--- src/design/eeac_pkg.sv ---
// Shared constants and types for the data EEPROM access control block.
// Assumes one system clock and a synchronous active-high reset.
package eeac_pkg;

  // Widths of the address, data, control and mode fields
  localparam int ADDR_W = 7;
  localparam int DATA_W = 8;
  localparam int CTRL_W = 8;
  localparam int PM_W   = 2;
  localparam int CNT_W  = 3;

  // Control register bit positions
  localparam int RS_BIT  = 0;
  localparam int WS_BIT  = 1;
  localparam int MWE_BIT = 2;
  localparam int PM_LSB  = 4;

  // Cycle counts: arming window and CPU halt lengths
  localparam logic [CNT_W-1:0] ARM_CYCLES = 3'h4;
  localparam logic [CNT_W-1:0] WR_STALL   = 3'h2;
  localparam logic [CNT_W-1:0] RD_STALL   = 3'h4;
  localparam logic [CNT_W-1:0] CNT_RST    = 3'h0;

  // Reset values
  localparam logic [ADDR_W-1:0] ADDR_RST = 7'h00;
  localparam logic [DATA_W-1:0] DATA_RST = 8'h00;
  localparam logic [PM_W-1:0]   PM_RST   = 2'h0;

  // Access sequencer states, Gray along idle-read only; idle-program flips both bits
  typedef enum logic [1:0] {
    EEAC_IDLE = 2'h0,
    EEAC_READ = 2'h1,
    EEAC_PROG = 2'h3
  } eeac_state_t;

  // Registered state of the controller outside its two timers
  typedef struct packed {
    eeac_state_t       state;
    logic [ADDR_W-1:0] addr;
    logic [DATA_W-1:0] data;
    logic [PM_W-1:0]   pm;
  } eeac_regs_t;

  // Timer state
  typedef struct packed {
    logic [CNT_W-1:0] cnt;
  } eeac_tmr_t;

endpackage : eeac_pkg

--- src/design/eeac_tmr_if.sv ---
// Load and status signals between the controller and one down-counter.
// Assumes both ends sit on the same system clock.
`timescale 1ns/1ps
`default_nettype none
interface eeac_tmr_if;
  logic                       load;
  logic [eeac_pkg::CNT_W-1:0] load_val;
  logic                       active;

  modport owner (output load, output load_val, input active);
  modport timer (input load, input load_val, output active);
endinterface : eeac_tmr_if
`default_nettype wire

--- src/design/eeac_timer.sv ---
// Small down-counter: active for load_val cycles after a load pulse.
// Assumes load comes from logic on the same clock.
`timescale 1ns/1ps
`default_nettype none
module eeac_timer (
  // Clock and reset
  input  wire logic   mclk,
  input  wire logic   rst,
  // Load and status
  eeac_tmr_if.timer   tif
);

  eeac_pkg::eeac_tmr_t s_q;
  eeac_pkg::eeac_tmr_t s_d;

  // Reload wins over counting so a re-arm restarts the window
  always_comb begin
    s_d = s_q;
    if (tif.load) begin
      s_d.cnt = tif.load_val;
    end else if (s_q.cnt != eeac_pkg::CNT_RST) begin
      s_d.cnt = s_q.cnt - 3'h1;
    end
  end

  // State register
  always_ff @(posedge mclk) begin
    if (rst) begin
      s_q.cnt <= eeac_pkg::CNT_RST;
    end else begin
      s_q <= s_d;
    end
  end

  assign tif.active = (s_q.cnt != eeac_pkg::CNT_RST);

endmodule : eeac_timer
`default_nettype wire

--- src/design/eeac_ctrl.sv ---
// Data EEPROM access control: arming, write busy, read strobe, CPU halt.
// Assumes CPU register strobes and the EEPROM array share mclk; the
// array returns read data one cycle after its read enable and raises
// a done pulse when its programming time has elapsed.
//
// How it works
// - Strobe inside four-cycle arming window starts programming
// - Strobe without arming is ignored
// - Arming bit self-clears four cycles after set
// - Programming uses the selected mode field
// - Busy bit holds until programming time elapses
// - Write trigger halts CPU two cycles
// - Address first, then read strobe reads byte
// - Read byte lands in data register at the second edge after the read strobe
// - Read trigger halts CPU four cycles
// - Busy write blocks reads and address changes
`timescale 1ns/1ps
`default_nettype none
module eeac_ctrl (
  // Clock and reset
  input  wire logic                        mclk,
  input  wire logic                        rst,
  // CPU register writes
  input  wire logic                        ctrl_wr,
  input  wire logic [eeac_pkg::CTRL_W-1:0] ctrl_wdata,
  input  wire logic                        addr_wr,
  input  wire logic [eeac_pkg::ADDR_W-1:0] addr_wdata,
  input  wire logic                        data_wr,
  input  wire logic [eeac_pkg::DATA_W-1:0] data_wdata,
  // CPU register reads and halt
  output logic      [eeac_pkg::CTRL_W-1:0] ctrl_rdata,
  output logic      [eeac_pkg::ADDR_W-1:0] addr_rdata,
  output logic      [eeac_pkg::DATA_W-1:0] data_rdata,
  output logic                             cpu_stall,
  // EEPROM array side
  output logic      [eeac_pkg::ADDR_W-1:0] ee_addr,
  output logic                             ee_rd_en,
  input  wire logic [eeac_pkg::DATA_W-1:0] ee_rd_data,
  output logic                             ee_prog_start,
  output logic      [eeac_pkg::PM_W-1:0]   ee_prog_mode,
  output logic      [eeac_pkg::DATA_W-1:0] ee_wr_data,
  input  wire logic                        ee_prog_done
);

  // Pick one control bit out of a written byte
  function automatic logic ctrl_bit(
    input logic [eeac_pkg::CTRL_W-1:0] v,
    input int                          pos
  );
    ctrl_bit = v[pos];
  endfunction : ctrl_bit

  eeac_pkg::eeac_regs_t r_q;
  eeac_pkg::eeac_regs_t r_d;

  eeac_tmr_if arm_if ();
  eeac_tmr_if stall_if ();

  logic wr_mwe;
  logic wr_ws;
  logic wr_rs;
  logic armed;
  logic busy;
  logic idle;

  // Decoded write intents
  assign wr_mwe = ctrl_wr && ctrl_bit(ctrl_wdata, eeac_pkg::MWE_BIT);
  assign wr_ws  = ctrl_wr && ctrl_bit(ctrl_wdata, eeac_pkg::WS_BIT);
  assign wr_rs  = ctrl_wr && ctrl_bit(ctrl_wdata, eeac_pkg::RS_BIT);
  assign armed  = arm_if.active;
  assign busy   = (r_q.state == eeac_pkg::EEAC_PROG);
  assign idle   = (r_q.state == eeac_pkg::EEAC_IDLE);

  // Arming window: only the value armed before this write counts,
  // so setting both bits in one write does not start programming
  assign arm_if.load     = wr_mwe;
  assign arm_if.load_val = eeac_pkg::ARM_CYCLES;

  // Triggers; a read during programming is dropped, not queued
  assign ee_prog_start = wr_ws && armed && idle;
  assign ee_rd_en      = wr_rs && idle;

  // Halt length depends on which access was triggered
  assign stall_if.load     = ee_prog_start || ee_rd_en;
  assign stall_if.load_val = ee_prog_start ? eeac_pkg::WR_STALL
                                           : eeac_pkg::RD_STALL;
  assign cpu_stall = stall_if.active;

  eeac_timer u_arm (
    .mclk (mclk),
    .rst  (rst),
    .tif  (arm_if.timer)
  );

  eeac_timer u_stall (
    .mclk (mclk),
    .rst  (rst),
    .tif  (stall_if.timer)
  );

  // Next-state logic of the access sequencer and its registers
  always_comb begin
    r_d = r_q;
    unique case (r_q.state)
      eeac_pkg::EEAC_IDLE: begin
        if (ee_prog_start) begin
          r_d.state = eeac_pkg::EEAC_PROG;
        end else if (ee_rd_en) begin
          r_d.state = eeac_pkg::EEAC_READ;
        end
      end
      eeac_pkg::EEAC_READ: begin
        r_d.data  = ee_rd_data;
        r_d.state = eeac_pkg::EEAC_IDLE;
      end
      eeac_pkg::EEAC_PROG: begin
        if (ee_prog_done) begin
          r_d.state = eeac_pkg::EEAC_IDLE;
        end
      end
      default: begin
        r_d.state = eeac_pkg::EEAC_IDLE;
      end
    endcase
    // Address and mode are frozen while the array is programming
    if (addr_wr && !busy) begin
      r_d.addr = addr_wdata;
    end
    if (ctrl_wr && !busy) begin
      r_d.pm = ctrl_wdata[eeac_pkg::PM_LSB +: eeac_pkg::PM_W];
    end
    // Data byte is kept stable for the array during programming
    if (data_wr && !busy &&
        (r_q.state != eeac_pkg::EEAC_READ)) begin
      r_d.data = data_wdata;
    end
  end

  // State register
  always_ff @(posedge mclk) begin
    if (rst) begin
      r_q.state <= eeac_pkg::EEAC_IDLE;
      r_q.addr  <= eeac_pkg::ADDR_RST;
      r_q.data  <= eeac_pkg::DATA_RST;
      r_q.pm    <= eeac_pkg::PM_RST;
    end else begin
      r_q <= r_d;
    end
  end

  // Readback; the read strobe always reads zero
  always_comb begin
    ctrl_rdata = '0;
    ctrl_rdata[eeac_pkg::PM_LSB +: eeac_pkg::PM_W] = r_q.pm;
    ctrl_rdata[eeac_pkg::MWE_BIT] = armed;
    ctrl_rdata[eeac_pkg::WS_BIT]  = busy;
  end

  // Array and CPU data outputs straight from registers
  assign addr_rdata   = r_q.addr;
  assign data_rdata   = r_q.data;
  assign ee_addr      = r_q.addr;
  assign ee_prog_mode = r_q.pm;
  assign ee_wr_data   = r_q.data;

  // Checks on the arming window
  a_arm_held: assert property (@(posedge mclk) disable iff (rst)
    wr_mwe |=> armed [*4])
    else $error("arming bit dropped inside its window");

  a_arm_clears: assert property (@(posedge mclk) disable iff (rst)
    wr_mwe ##1 (!wr_mwe) [*4] |=> !armed)
    else $error("arming bit did not self-clear");

  a_armed_start: assert property (@(posedge mclk) disable iff (rst)
    (wr_ws && armed && idle) |-> ee_prog_start ##1 busy)
    else $error("armed strobe did not start programming");

  a_unarmed_drop: assert property (@(posedge mclk) disable iff (rst)
    (wr_ws && !armed && idle && !wr_rs) |=> idle)
    else $error("unarmed strobe started programming");

  // Checks on programming
  a_mode_stable: assert property (@(posedge mclk) disable iff (rst)
    (busy && $past(busy)) |-> $stable(ee_prog_mode))
    else $error("program mode changed during programming");

  a_busy_held: assert property (@(posedge mclk) disable iff (rst)
    (busy && !ee_prog_done) |=> ctrl_rdata[eeac_pkg::WS_BIT])
    else $error("busy bit cleared before done");

  a_busy_ends: assert property (@(posedge mclk) disable iff (rst)
    (busy && ee_prog_done) |=> !ctrl_rdata[eeac_pkg::WS_BIT])
    else $error("busy bit stuck after done");

  a_busy_reads: assert property (@(posedge mclk) disable iff (rst)
    ee_prog_start |=> ctrl_rdata[eeac_pkg::WS_BIT])
    else $error("busy bit not shown after start");

  a_wr_stall: assert property (@(posedge mclk) disable iff (rst)
    ee_prog_start |=> cpu_stall [*2] ##1 !cpu_stall)
    else $error("write halt is not two cycles");

  // Checks on reads and blocking
  a_rd_stall: assert property (@(posedge mclk) disable iff (rst)
    ee_rd_en |=> cpu_stall [*4] ##1 !cpu_stall)
    else $error("read halt is not four cycles");

  a_rd_data: assert property (@(posedge mclk) disable iff (rst)
    ee_rd_en ##1 (!data_wr) |=> data_rdata == $past(ee_rd_data))
    else $error("read byte not captured");

  a_rd_blocked: assert property (@(posedge mclk) disable iff (rst)
    busy |-> !ee_rd_en)
    else $error("read issued during programming");

  a_addr_frozen: assert property (@(posedge mclk) disable iff (rst)
    (busy && addr_wr) |=> $stable(addr_rdata))
    else $error("address changed during programming");

endmodule : eeac_ctrl
`default_nettype wire

--- config.mk ---
export PLATFORM = sky130hd
export DESIGN_NAME = eeac_ctrl
export DESIGN_NICKNAME = d
export VERILOG_FILES = /design/src/design/eeac_pkg.sv /design/src/design/eeac_tmr_if.sv /design/src/design/eeac_timer.sv /design/src/design/eeac_ctrl.sv
export SDC_FILE = /design/constraint.sdc
export NUM_CORES = 1
export LEC_CHECK = 0
export BUFFER_PORTS_ARGS = -buffer_cell sky130_fd_sc_hd__buf_2
export CORE_UTILIZATION = 40
export CTS_CLUSTER_SIZE = 12
export DETAILED_ROUTE_END_ITERATION = 10
export MAX_ROUTING_LAYER = met4
export PLACE_DENSITY = 0.72
export SYNTH_ARGS = -nofsm -noshare
export SYNTH_HDL_FRONTEND = slang
export SYNTH_SLANG_ARGS = --single-unit
export TNS_END_PERCENT = 30
--- constraint.sdc ---
create_clock -name mclk -period 1.3 [get_ports mclk]
set_clock_uncertainty 0.1 [all_clocks]
set_input_delay 0.13 -clock mclk [delete_from_list [all_inputs] [get_ports mclk]]
set_output_delay 0.13 -clock mclk [all_outputs]
set_load 0.02 [all_outputs]
==> qor.yml, run 1 <==
drv_cap: 0
period_minus_slack_ps: 1550
hp-class: "in -> reg"
finalInstanceArea_sq_um: 1920
hold_start: "addr_wdata[4]"
synth_edf_count: 0
cp.required_ps: 1070
post-place-cells: 253
crit_chain: "inv_2 > ha_4 > ha_4 > inv_2 > nand4_1 > inv_2 > buf_6"
avgSynthCellArea_sq_um: 8.80
r2r-end: "u_stall.s_q[0]"
htree_levels: 1
cpPeakStageDelay_ps: 340
drive_above_1_share: 0.550
dieArea_sq_um: 3990
r2r_cells: 9
regArea_sq_um: 508
cts_root_buf: "clkbuf_8"
ff2ff_setup_slack_ps: -200
synthCells: 170
grt_use_total: 0.168
synthArstFlopShare: 0
syn_area_sq_um: 1500
gp_congestion: 0.775
drv_slew: 0
drtIter0Drc: 38
arrival_ps: 1320
coreArea_sq_um: 3470
synth_area_leaders: "dfxtp_1 33%, buf_4 20%, a311oi_2 8.0%"
ys_seq_area_frac: 0.335
min_to: "addr_rdata[4]"
setup_viol: 8
crit_top_cell: "inv_2"
start_kind: "flop"
via_count: 1222
ys_seq_elements: 25
dpl-instance-area_sq_um: 1670
critical_path_class: "reg -> out"
via_per_inst: 4.56
critPathTopFamily: "flip-flops"
grt_pass1_wl_mm: 5.12
routedWlPerCell_um: 11.3
antenna_left: 0
grt_overflow: 0
wl_mm: 3.02
grt_max_degree: 17
dr.pass1.iters: 3
ctsLongestPathBuffers: 2
io_pins: 80
slowest_stage: "dfxtp_2"
clk-insertion-delay-late_ps: 260
synth.distinct_cells: 28
grt_pass1_vias: 1150
violations: "negative setup slack"
area_growth_pct: 28.3
critPathMaxFanout: 2
die_w_um: 63.1
fin_ws_ps: -254
status: "finished with violations"
clock_sinks: 25
numCtsBuffers: 3
utilization: 0.553
antenna_found_initial: 0
hpwlAfterDp_mm: 2.13
worst_hold_slack_ps: 2.06
nets: 265
numPortBuffers: 72
dominantRegCellSynth: "dfxtp_1"
fmax_ghz: 0.643
worstHoldPathCells: 3
p_leak_nw: 0.962
multi_input_area_sq_um: 708
num_rows: 21
synth_most_common_cell: "buf_4"
ir_worst_vdd_v: 0.000500
powerDensity_nw_per_um2: 1600
initial_core_util: 0.431
finalNonFillerCells: 268
fin_setup_tns_ps: -907
chipHeight_um: 63.1
cp-end-kind: "output port"
yosys.area.top_type_share: 0.335
rsz0062_at_grt: "yes"
r2r_start: "u_arm.s_q[1]"
cp_num_buf_inv: 4
yosys-top-cells-count: "40 x buf_4, 25 x dfxtp_1, 17 x nand2_1, 13 x nor2_1"
synth-warning-count: 0
route.detailed.drc: 0
cts_tree: "built"
fillers: 326
finalHoldViolCount: 0
synth_top_area_cell: "dfxtp_1"
finalCritPeriodShare: 1.20
clkTransAtPathRegs_ps: 90
antenna_cells: 0
## where the power goes
| group | total [mW] | internal [mW] | switching (mW) | leakage, nW |
|---|---|---|---|---|
| clock network | 0.452 | 0.219 | 0.234 | 0.0228 |
| logic | 1.60 | 0.808 | 0.797 | 0.730 |
| registers | 1.00 | 0.907 | 0.0972 | 0.209 |
| total | 3.06 | 1.93 | 1.13 | 0.962 |
## per-layer routing
layer	share of wire	GRT usage
met5	0	-
met4	0.015	0.0581
met3	0.036	0.0236
met2	0.51	0.292
met1	0.44	0.195
## worst max-delay path by stage
| stage | startpoint | endpoint | cells past startpoint |
|---|---|---|---|
| 2_1_floorplan | u_arm.s_q[1] | u_stall.s_q[0] | 7 |
| 3_3_place_gp | u_arm.s_q[0] | ee_prog_start | 7 |
| 3_5_place_dp | r_q[17] | data_rdata[6] | 3 |
| 4_1_cts | u_arm.s_q[1] | ee_prog_start | 7 |
| 5_1_grt | u_arm.s_q[0] | ee_prog_start | 7 |
| 6_report | u_arm.s_q[1] | ee_prog_start | 7 |
## worst register-to-register path: cells and delay by family, from the launching register on
kind	cells	cell delay [ps]
buffers and inverters	5	400
adders and majority gates	2	270
DFF	1	330
and+or+nand+nor	2	310
## flip-flops by register name, indices dropped and copies added (netlist names)
register and count:
u_arm.s_q 3, addr_rdata 7, r_q 2, data_rdata 8, ee_prog_mode 2, u_stall.s_q 3
## through the flow
stage / power, mW / setup WS [ps]
after floorplan: 2.07 / -50.3
after global placement: 2.23 / -44.1
after detailed placement: 2.27 / -67.9
after CTS: 3.00 / -259
after global routing: 3.27 / -327
final: 3.06 / -254
## layout make-up
class / count / share of cell area
multi-input cells: 91 / 0.369
flip-flops and latches: 25 / 0.265
clock buffers: 4 / 0.0235
well taps: 46 / 0.0300
repair buffers: 93 / 0.295
inverters: 9 / 0.0176
## kinds of logic (layout without fill, tap and decap cells)
| kind of cell | Yosys count | count (layout) | synth area share |
|---|---|---|---|
| DFF | 25 | 25 | 0.335 |
| and+or+nand+nor | 54 | 54 | 0.168 |
| other | 1 | 4 | 0.00251 |
| adders and majority gates | 5 | 5 | 0.0418 |
| xor gates and xnor gates | 2 | 2 | 0.0117 |
| AOI/OAI and AO/OA | 16 | 16 | 0.114 |
| muxes | 10 | 10 | 0.0669 |
| buffers and inverters | 57 | 106 | 0.260 |
## layout by cell type (no fill, tap or decap), types with 3 or more instances in the layout
cell type	count
buf_2	68
dfxtp_1	19
nand2_1	17
buf_4	13
nor2_1	12
mux2i_1	10
nor3_1	9
a311oi_2	8
inv_2	7
dlygate4sd3_1	6
buf_6	6
dfxtp_2	6
conb_1	4
nor2b_1	3
a21oi_1	3
ha_4	3
clkbuf_8	3
## what timing repair did
action,4_1_cts,5_1_grt
resized for setup,20,10
pin swaps,5,2
cloned,0,0
endpoints found under the setup margin,16,18
setup buffers,4,1
endpoints found under the hold margin,6,0
hold buffers,6,0
(Power assumes the default switching activity.)
==> run 2, diff against run 1 <==
--- a/config.mk
+++ b/config.mk
@@ -5,6 +5,7 @@
 export SDC_FILE = /design/constraint.sdc
 export NUM_CORES = 1
 export LEC_CHECK = 0
+export ABC_AREA = 1
 export BUFFER_PORTS_ARGS = -buffer_cell sky130_fd_sc_hd__buf_2
 export CORE_UTILIZATION = 40
 export CTS_CLUSTER_SIZE = 12
==> run 2 against run 1 <==
- the flow still finishes with violations (negative setup slack)
- sequential share of layout area grew 0.052 points
- clock power grew 2%
- maximum frequency down 1.0%
- synthesized cell count is 26% higher
- critical path depth unchanged
- routed wire length up 2.2%
==> qor.yml, run 2 <==
clock_sinks: 25
synth_most_common_cell: "buf_4"
gp_congestion: 0.750
yosys-mux-area-fraction: 0
synth_top_area_cell: "dfxtp_1"
start_kind: "flop"
rsz0062_at_grt: "yes"
initial_core_util: 0.415
synth_top_family_by_area: "buffers and inverters"
antenna_cells: 0
ir_worst_vdd_v: 0.000951
numCtsBuffers: 3
synth_xor_area_frac: 0.0115
chipHeight_um: 63.6
drive_above_1_share: 0.451
worst_hold_slack_ps: 6.23
synth_edf_count: 0
synthArstFlopShare: 0
slowest_stage: "dfxtp_2"
io_pins: 80
dr.pass1.iters: 4
setup_viol: 8
fmax_ghz: 0.637
nets: 309
powerDensity_nw_per_um2: 1580
num_rows: 22
dominantRegCellSynth: "dfxtp_1"
grt_max_degree: 21
post-place-cells: 300
coreArea_sq_um: 3660
cp-end-kind: "output port"
antenna_left: 0
ys_seq_elements: 25
synthCells: 214
arrival_ps: 1340
cts_tree: "built"
via_per_inst: 4.33
numPortBuffers: 72
violations: "negative setup slack"
synth_simple_gate_area_frac: 0.276
ctsLongestPathBuffers: 2
p_leak_nw: 1.09
cp.required_ps: 1070
drtIter0Drc: 47
grt_use_total: 0.156
yosys-top-cells-count: "40 x buf_4, 29 x nor2_1, 28 x inv_1, 25 x dfxtp_1, 24 x nand2_1"
cts_root_buf: "clkbuf_8"
synth.distinct_cells: 21
clk-insertion-delay-late_ps: 270
hp-class: "in -> reg"
slew_headroom: 0.631
period_minus_slack_ps: 1570
yosys.area.top_type_share: 0.329
area_growth_pct: 26.0
grt_pass1_vias: 1178
route.detailed.drc: 0
via_count: 1361
finalNonFillerCells: 314
final_cell_mix: "67 x buf_2, 26 x nor2_1, 22 x nand2_1, 22 x inv_1, 19 x dfxtp_1"
hpwlAfterDp_mm: 2.14
finalCritPeriodShare: 1.21
critPathMaxFanout: 4
cpPeakStageDelay_ps: 350
clkTransAtPathRegs_ps: 90
largest_reg_flops: 8
layout_commonest_cell: "buf_2"
critical_path_class: "reg -> out"
ys_seq_area_frac: 0.329
finalHoldViolCount: 0
worstMarginPinSlew_ps: 553
fin_ws_ps: -270
routedWlPerCell_um: 9.84
drv_slew: 0
dieArea_sq_um: 4050
antenna_found_initial: 0
avgSynthCellArea_sq_um: 7.10
synthAdderAreaFrac: 0.0412
status: "finished with violations"
cp_num_buf_inv: 3
synth-warning-count: 0
synth_compound_area_frac: 0.0527
grt_overflow: 0
grt_pass1_wl_mm: 4.90
die_w_um: 63.6
wl_mm: 3.09
critPathTopFamily: "flip-flops"
htree_levels: 1
crit_chain: "inv_2 > ha_4 > ha_4 > nor2_4 > nand2_2 > inv_2 > buf_6"
drv_cap: 0
synth_area_leaders: "dfxtp_1 33%, buf_4 20%, nor2_1 7.2%"
syn_area_sq_um: 1520
-- run 2: changes by cell type in the layout (fill, tap and decap cells not counted), sizes merged, moves of 3 or more --
cell / previous run / this run
nor2: 13 / 29
nand2b: 4 / 0
nand3: 1 / 18
inv: 9 / 28
nor2b: 3 / 0
nor3: 10 / 1
a311oi: 8 / 0
nand2: 17 / 26
nand4: 1 / 9
o21ai: 0 / 12
mux2i: 10 / 0
or2: 1 / 8
-- run 2: final cells by class --
cell class / instances / area, sq um
Fill cell: 362 / 1750
Multi-Input combinational cell: 119 / 653
Timing Repair Buffer: 90 / 537
Sequential cell: 25 / 508
Inverter: 28 / 108
Tap cell: 48 / 60.1
Clock buffer: 3 / 41.3
Clock inverter: 1 / 7.51
-- run 2: power by group --
| part | internal (mW) | switching, mW |
|---|---|---|
| Clock | 0.217 | 0.242 |
| Sequential | 0.906 | 0.0857 |
| Combinational | 0.749 | 0.827 |
| Total | 1.87 | 1.16 |
-- run 2: cells by family (layout without fill, tap and decap cells) --
family	after synthesis	count (layout)
DFF	25	25
adders and majority gates	5	5
other	1	4
xor gates and xnor gates	2	2
AOI/OAI and AO/OA	16	16
buffers and inverters	73	122
and+or+nand+nor	92	92
-- run 2: per-layer routing --
| layer | track usage | vias up | routed length (um) |
|---|---|---|---|
| met4 | 0.0369 | 0 | 19 |
| met2 | 0.287 | 34 | 1640 |
| met3 | 0.0362 | 2 | 125 |
| met1 | 0.165 | 599 | 1310 |
| li1 | - | 726 | - |
| met5 | - | - | 0 |
-- run 2: worst register-to-register path, delay by kind of cell, from the launching register on --
kind,cells,cell delay [ps]
DFF,1,350
buffers and inverters,3,320
adders and majority gates,2,320
and+or+nand+nor,2,200
AOI/OAI and AO/OA,1,60
-- run 2: through the flow --
| stage | setup WS, ps | cell area, sq um | power (mW) | setup TNS [ps] | util |
|---|---|---|---|---|---|
| global route | -328 | 1910 | 3.25 | -2160 | 0.523 |
| floorplan | 9.01 | 1560 | 2.01 | 0 | - |
| finish | -270 | 1910 | 3.03 | -908 | 0.523 |
| CTS | -303 | 1890 | 2.99 | -1140 | 0.516 |
| detailed placement | -48.5 | 1710 | 2.19 | -313 | 0.467 |
| global placement | -28.0 | 1710 | 2.16 | -174 | 0.467 |
-- run 2: worst paths after layout --
path                 start            end  slack [ps]  depth (start not counted)
min reg2reg   u_arm.s_q[2]   u_arm.s_q[2]         390                          2
min          addr_wdata[0]  addr_rdata[0]           6                          3
max reg2reg   u_arm.s_q[0]   u_arm.s_q[1]        -150                          8
max           u_arm.s_q[0]  ee_prog_start        -270                          7
-- run 2: what timing repair did --
action                     4_1_cts  5_1_grt
hold endpoints to repair         7        0
hold buffers                     4        0
pin swaps                        1        2
buffers inserted                 5        2
gates resized for setup         21       10
gates cloned                     0        0
setup endpoints to repair       13       23
==> run 3, diff against run 2 <==
--- a/config.mk
+++ b/config.mk
@@ -6,10 +6,11 @@
 export NUM_CORES = 1
 export LEC_CHECK = 0
 export ABC_AREA = 1
-export BUFFER_PORTS_ARGS = -buffer_cell sky130_fd_sc_hd__buf_2
+export BUFFER_PORTS_ARGS = -buffer_cell sky130_fd_sc_hd__buf_4
 export CORE_UTILIZATION = 40
 export CTS_CLUSTER_SIZE = 12
 export DETAILED_ROUTE_END_ITERATION = 10
+export HOLD_SLACK_MARGIN = 0.15
 export MAX_ROUTING_LAYER = met4
 export PLACE_DENSITY = 0.72
 export SYNTH_ARGS = -nofsm -noshare
==> run 3 against run 2 <==
- the flow still finishes with violations (negative setup slack)
- hold slack gained 140 ps
- register-to-register slack is essentially flat
- die area is the same
- maximum frequency grew 3.5%
- count of clock-buffer cells in the layout grew 1
- flip-flop and latch count is the same
- critical path depth shrank 1
- first-iteration DRC count grew 45%
- critical path type unchanged
- critical endpoint is now ctrl_rdata[2]
- largest cell class is now buffers
- largest power group unchanged
- highest routed layer unchanged
==> qor.yml, run 3 (synthesized netlist as in run 2, its figures left out) <==
status: "finished with violations"
violations: "negative setup slack"
cp.required_ps: 1070
coreArea_sq_um: 3660
p_leak_nw: 1.23
use_met3: 0.0145
die_w_um: 63.6
via_per_inst: 4.43
grt_use_met2: 0.350
antenna_left: 0
io_pins: 80
cpPeakStageDelay_ps: 340
slowest_stage: "dfxtp_2"
grt_pass1_wl_mm: 5.83
ctsLongestPathBuffers: 2
drtIter0Drc: 68
crit_chain: "inv_2 > ha_4 > ha_4 > buf_4 > inv_2 > buf_6"
critPathMaxFanout: 5
dieArea_sq_um: 4050
drive_above_1_share: 0.422
final_cell_mix: "83 x buf_4, 27 x nor2_1, 23 x inv_1, 23 x dlygate4sd3_1, 21 x dfxtp_1"
clkTransAtPathRegs_ps: 80
route.detailed.drc: 0
grt_use_total: 0.186
period_minus_slack_ps: 1520
layout_commonest_cell: "buf_4"
fillers: 324
gr-usage-met1: 0.199
grt_pass1_vias: 1390
dr.pass1.iters: 6
initial_core_util: 0.415
powerDensity_nw_per_um2: 1320
clk-insertion-delay-late_ps: 260
finalNonFillerCells: 337
finalCritPeriodShare: 1.17
fmax_ghz: 0.659
chipHeight_um: 63.6
drv_cap: 0
wl_mm: 3.63
arrival_ps: 1290
setup_viol: 15
dpl-instance-area_sq_um: 1920
grt_overflow: 0
largest_reg_flops: 8
drv_slew: 0
num_rows: 22
numCtsBuffers: 3
cp_num_buf_inv: 4
post-place-cells: 304
finalInstanceArea_sq_um: 2310
grt_max_degree: 14
rsz0062_at_grt: "yes"
antenna_cells: 0
critPathTopFamily: "buffers and inverters"
start_kind: "flop"
routedWlPerCell_um: 10.8
grt.busiest_layer: "met2"
gp_congestion: 0.797
utilization: 0.631
ir_worst_vdd_v: 0.00114
cts_tree: "built"
cts_root_buf: "clkbuf_8"
finalHoldViolCount: 0
critical_path_class: "reg -> out"
antenna_found_initial: 0
numPortBuffers: 72
fin_ws_ps: -218
hp-class: "in -> reg"
htree_levels: 1
nets: 332
hpwlAfterDp_mm: 2.41
cp-end-kind: "output port"
clock_sinks: 25
via_count: 1494
area_growth_pct: 52.1
-- run 3: layout make-up --
type / count / area [sq um] / area share
multi-input combinational: 119 / 663 / 0.287
sequential: 25 / 505 / 0.219
inverter: 28 / 105 / 0.0455
clock buffer: 4 / 45.0 / 0.0195
tap: 48 / 60.1 / 0.0260
timing repair buffer: 113 / 932 / 0.403
-- run 3: worst min-delay path: stages --
cell and delay [ps]:
buf_4 80, nand4_1 80, nand3_1 90, nand3_1 60, inv_1 50
-- run 3: per-stage QoR --
step	setup TNS, ps	hold slack, ps	power (mW)	setup slack, ps
global placement	-124	253	2.30	-24.5
CTS	-1140	151	2.99	-231
floorplan	0	99.1	2.01	9.01
finish	-1160	150	3.05	-218
detailed placement	-443	261	2.32	-72.8
global route	-2820	166	3.28	-278
-- run 3: routing by layer --
layer,part of all wire,up-vias
met1,0.41,660
li1,-,772
met4,0.013,0
met5,0,-
met2,0.55,56
met3,0.031,6
-- run 3: report_power, final --
part / total [mW] / switching, mW / internal, mW
clock network: 0.445 / 0.226 / 0.218
logic: 1.61 / 0.809 / 0.800
registers: 0.992 / 0.0890 / 0.903
total: 3.05 / 1.12 / 1.92
-- run 3: worst paths after layout --
check | cells past startpoint | slack, ps | start | end
max reg2reg | 9 | -150 | u_arm.s_q[0] | u_stall.s_q[1]
min reg2reg | 2 | 390 | u_arm.s_q[2] | u_arm.s_q[2]
max | 6 | -220 | u_arm.s_q[0] | ctrl_rdata[2]
min | 5 | 150 | data_wdata[0] | data_rdata[0]
-- run 3: repair_timing --
action	4_1_cts	5_1_grt
setup buffers	6	2
pin swaps	5	3
hold buffers	23	0
endpoints found under the hold margin	24	0
gates resized for setup	18	8
setup endpoints to repair	17	27
